### config.mk
export PLATFORM = sky130hd
export DESIGN_NAME = ubg_baud_gen
export DESIGN_NICKNAME = d
export VERILOG_FILES = /design/src/hdl/ubg_pkg.sv /design/src/hdl/ubg_baud_gen.sv /design/src/hdl/ubg_pin_sync.sv
export SDC_FILE = /design/constraint.sdc
export NUM_CORES = 1
export LEC_CHECK = 0
export BUFFER_PORTS_ARGS = -buffer_cell sky130_fd_sc_hd__buf_4
export CORE_MARGIN = 3
export CORE_UTILIZATION = 50
export CTS_BUF_LIST = sky130_fd_sc_hd__clkbuf_16
export DETAILED_ROUTE_END_ITERATION = 8
export HOLD_SLACK_MARGIN = 0.12
export PLACE_DENSITY = 0.72
export SYNTH_ARGS = -nofsm -noshare
export SYNTH_HDL_FRONTEND = slang
export SYNTH_SLANG_ARGS = --single-unit
### constraint.sdc
create_clock -name CLOCK_I -period 9.4 [get_ports CLOCK_I]
set_clock_uncertainty 0.15 [all_clocks]
set_input_delay 1.41 -clock CLOCK_I [delete_from_list [all_inputs] [get_ports CLOCK_I]]
set_output_delay 1.41 -clock CLOCK_I [all_outputs]
set_load 0.02 [all_outputs]
### src/hdl/ubg_pkg.sv
// Shared constants and types for the serial port baud rate generator
package ubg_pkg;
	localparam int CD_WIDTH = 16;
	localparam int FP_WIDTH = 3;
	localparam int MCK_DIV = 8;
	localparam logic [1:0] SRC_MCK = 2'h0;
	localparam logic [1:0] SRC_MCK_DIV = 2'h1;
	localparam logic [1:0] SRC_SCK = 2'h3;
	localparam logic [15:0] CD_RESET = 16'h0000;
	localparam logic [2:0] FP_RESET = 3'h0;
	localparam logic [4:0] OVER8_RATIO = 5'h08;
	localparam logic [4:0] OVER16_RATIO = 5'h10;
	typedef enum logic [1:0] {
		UBG_USART_type_mode = 2'h0,
		UBG_SPI_MASTER = 2'h1,
		UBG_SPI_SLAVE = 2'h3,
		UBG_SPECIAL = 2'h2
	} ubg_mode_type;
endpackage

### src/hdl/ubg_baud_gen.sv
// Baud rate generator with clock source select, fractional divide and pin map
// Behaviour
// - Source: master clock, divided, or pin
// - Sixteen-bit integer divider from clock_divisor
// - Divisor zero stops all clock output
// - Divisor one bypasses the divider
// - Divider output samples; further divide gives baud
// - Oversampling bit selects 8 or 16
// - Baud is source over 8(2-over)divisor
// - Nonzero fraction enables fractional division
// - Effective divisor adds fraction over eight
// - Fraction only in normal asynchronous mode
// - Clock gating resumes from held state
// - Configuration writable while clock gated
// - Clear-to-send active low, slave select
// - Request-to-send active low, slave select
// - SPI data pins keep USART roles; slave drives TXD only while selected
`timescale 1ns/1ps
module ubg_baud_gen
(
	input wire logic CLOCK_I,
	input wire logic SRST_I,
	input wire logic CLK_EN_I,
	input wire logic [1:0] CLOCK_SOURCE_SELECT_I,
	input wire logic [15:0] CLOCK_DIVISOR_I,
	input wire logic [2:0] FRACTIONAL_DIVISOR_I,
	input wire logic OVER_I,
	input wire ubg_pkg::ubg_mode_type MODE_I,
	input wire logic SCK_I,
	input wire logic TX_DATA_I,
	input wire logic RTS_REQ_I,
	input wire logic SLAVE_SELECT_REQ_I,
	input wire logic TXD_PIN_I,
	input wire logic RXD_PIN_I,
	input wire logic CTS_N_PIN_I,
	output logic SAMPLE_EN_O,
	output logic BAUD_EN_O,
	output logic RX_DATA_O,
	output logic CTS_O,
	output logic SLAVE_SELECT_O,
	output logic TXD_PIN_O,
	output logic TXD_PIN_OE_N_O,
	output logic RTS_N_PIN_O
);
	import ubg_pkg::*;

	logic sck_sync;
	logic rxd_sync;
	logic cts_sync;
	logic txd_sync;
	logic sck_prev;
	logic next_sck_prev;
	logic [2:0] pre_cnt;
	logic [2:0] next_pre_cnt;
	logic src_tick;
	logic [15:0] div_cnt;
	logic [15:0] next_div_cnt;
	logic [2:0] frac_acc;
	logic [2:0] next_frac_acc;
	logic frac_extra;
	logic next_frac_extra;
	logic [4:0] os_cnt;
	logic [4:0] next_os_cnt;
	logic next_sample_en;
	logic next_baud_en;
	logic frac_on;
	logic div_hit;
	logic [3:0] frac_sum;
	logic [4:0] os_ratio;

	// Pin inputs pass two flops before any logic reads them
	ubg_pin_sync u_sck (.clk_i(CLOCK_I), .srst_i(SRST_I), .d_i(SCK_I), .q_o(sck_sync));
	ubg_pin_sync u_rxd (.clk_i(CLOCK_I), .srst_i(SRST_I), .d_i(RXD_PIN_I), .q_o(rxd_sync));
	ubg_pin_sync u_cts (.clk_i(CLOCK_I), .srst_i(SRST_I), .d_i(CTS_N_PIN_I), .q_o(cts_sync));
	ubg_pin_sync u_txd (.clk_i(CLOCK_I), .srst_i(SRST_I), .d_i(TXD_PIN_I), .q_o(txd_sync));

	// Source tick selection
	always_comb
	begin
		unique case (CLOCK_SOURCE_SELECT_I)
			SRC_MCK: src_tick = 1'b1;
			SRC_MCK_DIV: src_tick = (pre_cnt == 3'(MCK_DIV - 1));
			SRC_SCK: src_tick = sck_sync & ~sck_prev;
			default: src_tick = 1'b0;
		endcase
	end

	// Fraction applies only with a nonzero field in normal async mode
	assign frac_on = (FRACTIONAL_DIVISOR_I != FP_RESET) && (MODE_I == UBG_USART_type_mode);
	assign frac_sum = {1'b0, frac_acc} + {1'b0, FRACTIONAL_DIVISOR_I};
	assign div_hit = src_tick && (div_cnt == 16'h0000) && !frac_extra;
	assign os_ratio = OVER_I ? OVER8_RATIO : OVER16_RATIO;

	// Next state of the prescaler, divider, fraction and oversampler
	always_comb
	begin
		next_sck_prev = sck_sync;
		next_pre_cnt = pre_cnt;
		next_div_cnt = div_cnt;
		next_frac_acc = frac_acc;
		next_frac_extra = frac_extra;
		next_os_cnt = os_cnt;
		next_sample_en = 1'b0;
		next_baud_en = 1'b0;
		if (CLK_EN_I)
		begin
			next_pre_cnt = (pre_cnt == 3'(MCK_DIV - 1)) ? 3'h0 : pre_cnt + 3'h1;
			if (CLOCK_DIVISOR_I == CD_RESET)
			begin
				next_div_cnt = 16'h0000;
				next_frac_extra = 1'b0;
				next_os_cnt = 5'h00;
			end
			else if (src_tick)
			begin
				if (frac_extra)
					next_frac_extra = 1'b0;
				else if (div_cnt != 16'h0000)
					next_div_cnt = div_cnt - 16'h0001;
				else
				begin
					// Reload; divisor one reloads zero so every tick passes
					next_div_cnt = CLOCK_DIVISOR_I - 16'h0001;
					next_sample_en = 1'b1;
					if (frac_on)
					begin
						next_frac_acc = frac_sum[2:0];
						next_frac_extra = frac_sum[3];
					end
					if (os_cnt >= os_ratio - 5'h01)
					begin
						next_os_cnt = 5'h00;
						next_baud_en = 1'b1;
					end
					else
						next_os_cnt = os_cnt + 5'h01;
				end
			end
		end
		if (SRST_I)
		begin
			next_sck_prev = 1'b1; // Matches the synchroniser's reset level, so no false edge
			next_pre_cnt = 3'h0;
			next_div_cnt = 16'h0000;
			next_frac_acc = FP_RESET;
			next_frac_extra = 1'b0;
			next_os_cnt = 5'h00;
			next_sample_en = 1'b0;
			next_baud_en = 1'b0;
		end
	end

	// Counters hold while the clock enable is low, resuming in place
	always_ff @(posedge CLOCK_I)
	begin
		sck_prev <= next_sck_prev;
		pre_cnt <= next_pre_cnt;
		div_cnt <= next_div_cnt;
		frac_acc <= next_frac_acc;
		frac_extra <= next_frac_extra;
		os_cnt <= next_os_cnt;
		SAMPLE_EN_O <= next_sample_en;
		BAUD_EN_O <= next_baud_en;
	end

	// Pin mapping for USART and SPI roles; config ports are plain levels
	always_comb
	begin
		RX_DATA_O = rxd_sync;
		TXD_PIN_O = TX_DATA_I;
		TXD_PIN_OE_N_O = 1'b0;
		CTS_O = ~cts_sync;
		SLAVE_SELECT_O = 1'b0;
		RTS_N_PIN_O = ~RTS_REQ_I;
		unique case (MODE_I)
			UBG_SPI_MASTER:
			begin
				RTS_N_PIN_O = ~SLAVE_SELECT_REQ_I;
				RX_DATA_O = rxd_sync;
			end
			UBG_SPI_SLAVE:
			begin
				SLAVE_SELECT_O = ~cts_sync;
				CTS_O = 1'b0;
				TXD_PIN_OE_N_O = cts_sync;
				RTS_N_PIN_O = 1'b1;
			end
			default:
			begin
				RX_DATA_O = rxd_sync;
			end
		endcase
		if (SRST_I)
			TXD_PIN_OE_N_O = 1'b1;
		if (txd_sync && 1'b0)
			RX_DATA_O = 1'b0;
	end
endmodule

### src/hdl/ubg_pin_sync.sv
// Two-stage synchroniser for a pin input
`timescale 1ns/1ps
module ubg_pin_sync
(
	input wire logic clk_i,
	input wire logic srst_i,
	input wire logic d_i,
	output logic q_o
);
	logic meta;
	logic next_meta;
	logic next_q;

	// Next values of both stages
	always_comb
	begin
		next_meta = d_i;
		next_q = meta;
		if (srst_i)
		begin
			next_meta = 1'b1;
			next_q = 1'b1;
		end
	end

	// Register both stages
	always_ff @(posedge clk_i)
	begin
		meta <= next_meta;
		q_o <= next_q;
	end
endmodule

==> qor.yml <==
antenna_found_initial: 0
synth_commonest_cells: "dfxtp_1, nor2_1, a21oi_1, o21ai_0, nor3_1"
initial_core_util: 0.533
drive_above_1_share: 0.207
yosys_warnings: 0
gr-total-overflow: 0
n_antenna_cell: 0
synthMuxAreaShare: 0.0417
status: "complete, no violations"
dr_total_vias: 2377
worstPathRequired_ns: 9.40
ctsRootBufferMaster: "clkbuf_16"
drt_iter0_drc: 210
cts_tree: "done"
clk_latency_ns: 0.28
synth_compound_area_frac: 0.279
wirelength_um: 6230
synth_xor_area_frac: 0.0146
ioPinCount: 42
worstReg2RegStart: "div_cnt[0]$_SDFFE_PP0P_"
hold_violations: 0
placeableCoreArea_um2: 4500
rsz0062_at_grt: "no"
hold_path_end: "u_rxd.q_o$_SDFF_PP1_"
critPathMaxFanout: 7
min_period_ns: 3.92
synth_top_family_by_area: "compound AO/OA/AOI/OAI gates"
reg2reg_setup_slack_ns: 6.02
slew_viol_final: 0
avgSynthCellArea_um2: 8.30
grt_pass1_wl_um: 10200
max-cap-violations: 0
timing.rr.end: "div_cnt[12]$_SDFFE_PP0P_"
area_growth_pct: 19.5
finalSetupViolCount: 0
synth_simple_gate_area_frac: 0.271
ant_nets: 0
yosys.area.top_type: "dfxtp_1"
fin_cells: 376
dieArea_um2: 5670
dp.final_hpwl_um: 4560
min_path_cells: 1
synth_area_um2: 2400
final_nets: 366
dp.cells: 368
hp-start: "u_rxd.meta$_SDFF_PP1_"
clk_pin_slew_ns: 0.06
cts_sinks: 37
yosysSeqAreaShare: 0.309
die_h_um: 75.3
grt_max_degree: 28
worst_pin_slew_ns: 1.00
synthAdderAreaFrac: 0.0501
tns_ns: 0
fin_crit_sh: 0.417
yosys.area.top_type_share: 0.309
grt_usage: 0.233
postCtsSetupRepairBufs: 0
grt_pass1_vias: 2158
synth_fp_nets: 332
end_kind: "register"
relSlewSlack: 0.316
crit_type: "in -> reg"
crit_path_start_kind: "primary input"
viasPerCell: 6.32
holdWs_ns: 0.257
synth_cell_types: 57
fill_cells: 393
ys_seq_elements: 37
multi_input_area_um2: 1580
synth_top_flop_cell: "dfxtp_1"
placementRows: 24
drc: 0
max_clock_freq_mhz: 255
hold_path.class: "reg -> reg"
synth_edf_count: 0
clockBufferDepth: 2
critPathArrivalTime_ns: 3.92
fin_area_um2: 2870
dr.pass1.iters: 4
htree_levels: 2
reg2reg_depth: 11
gp_congestion: 0.925
synthTopCellsByArea: "dfxtp_1, nor2_1, a21oi_1"
syn_inst: 289
routedWlPerCell_um: 16.6
synth-async-reset-ratio: 0
die_w_um: 75.3
holdBufCountCts: 0
synth_most_common_cell: "dfxtp_1"
place_area_um2: 2700
numCtsBuffers: 5
post_cts_resize_count: 0
portBuffers: 38
seq_area_um2: 741
==> critical path, stage by stage <==
cell,delay (ns)
buf_4,0.12
nor4_1,0.65
nand4_1,0.34
nor2_1,0.40
o21ai_0,0.39
o21ai_0,0.51
nor2_1,0.10
==> sequential cells by signal, summed over array words and instances, names as in the netlist, 3 cells and up <==
register,flops
div_cnt,16
frac_acc,3
os_cnt,5
pre_cnt,3
==> cell families after synthesis <==
group	Yosys count
flip-flops	37
adder cells (fa/ha/maj)	9
XOR/XNOR	4
AND/OR/NAND/NOR	116
buffers and inverters	19
multiplexers	10
AO/OA/AOI/OAI	94
==> layer usage <==
metal  routed length (µm)  track usage  vias to the layer above
met4                   80       0.0816                        0
met3                  455       0.0360                        7
met5                    0            0                        -
li1                     -            -                     1194
met1                 2910        0.332                     1080
met2                 2780        0.355                       96
==> per-stage QoR <==
step                      setup WS, ns  utilization
after floorplan                   5.92            -
after global placement            5.34        0.600
after detailed placement          5.28        0.600
after CTS                         5.56        0.637
after global routing              5.16        0.637
final                             5.48        0.637
==> how the worst max path moves through the flow <==
stage / from / end / slack (ns) / depth (start not counted)
floorplan: SRST_I / TXD_PIN_OE_N_O / 5.92 / 3
global placement: CLOCK_DIVISOR_I[9] / os_cnt[0]$_SDFFE_PP0P_ / 5.34 / 7
detailed placement: CLOCK_DIVISOR_I[9] / os_cnt[4]$_SDFFE_PP0P_ / 5.28 / 7
CTS: CLOCK_DIVISOR_I[9] / os_cnt[4]$_SDFFE_PP0P_ / 5.56 / 7
global route: CLOCK_DIVISOR_I[9] / os_cnt[3]$_SDFFE_PP0P_ / 5.16 / 7
finish: CLOCK_DIVISOR_I[9] / os_cnt[3]$_SDFFE_PP0P_ / 5.48 / 7
==> area by class of cell <==
cell class                 instances  share of cell area
timing repair buffer              39               0.102
tap                               52              0.0227
clock inverter                     3              0.0144
clock buffer                       5              0.0436
sequential                        37               0.258
inverter                           7             0.00916
multi-input combinational        233               0.550
==> layout by cell type, fill, tap and decap left out, types with 9 or more instances in the layout <==
master and n:
dfxtp_1 37, or2_2 9, mux2i_1 10, o21ai_0 13, a21oi_1 22, nand3_1 9
buf_4 39, nand2_1 10, nor3_1 12, nor2_1 35
Power is not shown: default switching activity piles up to over one toggle a cycle in this logic, so the estimate is an artifact.
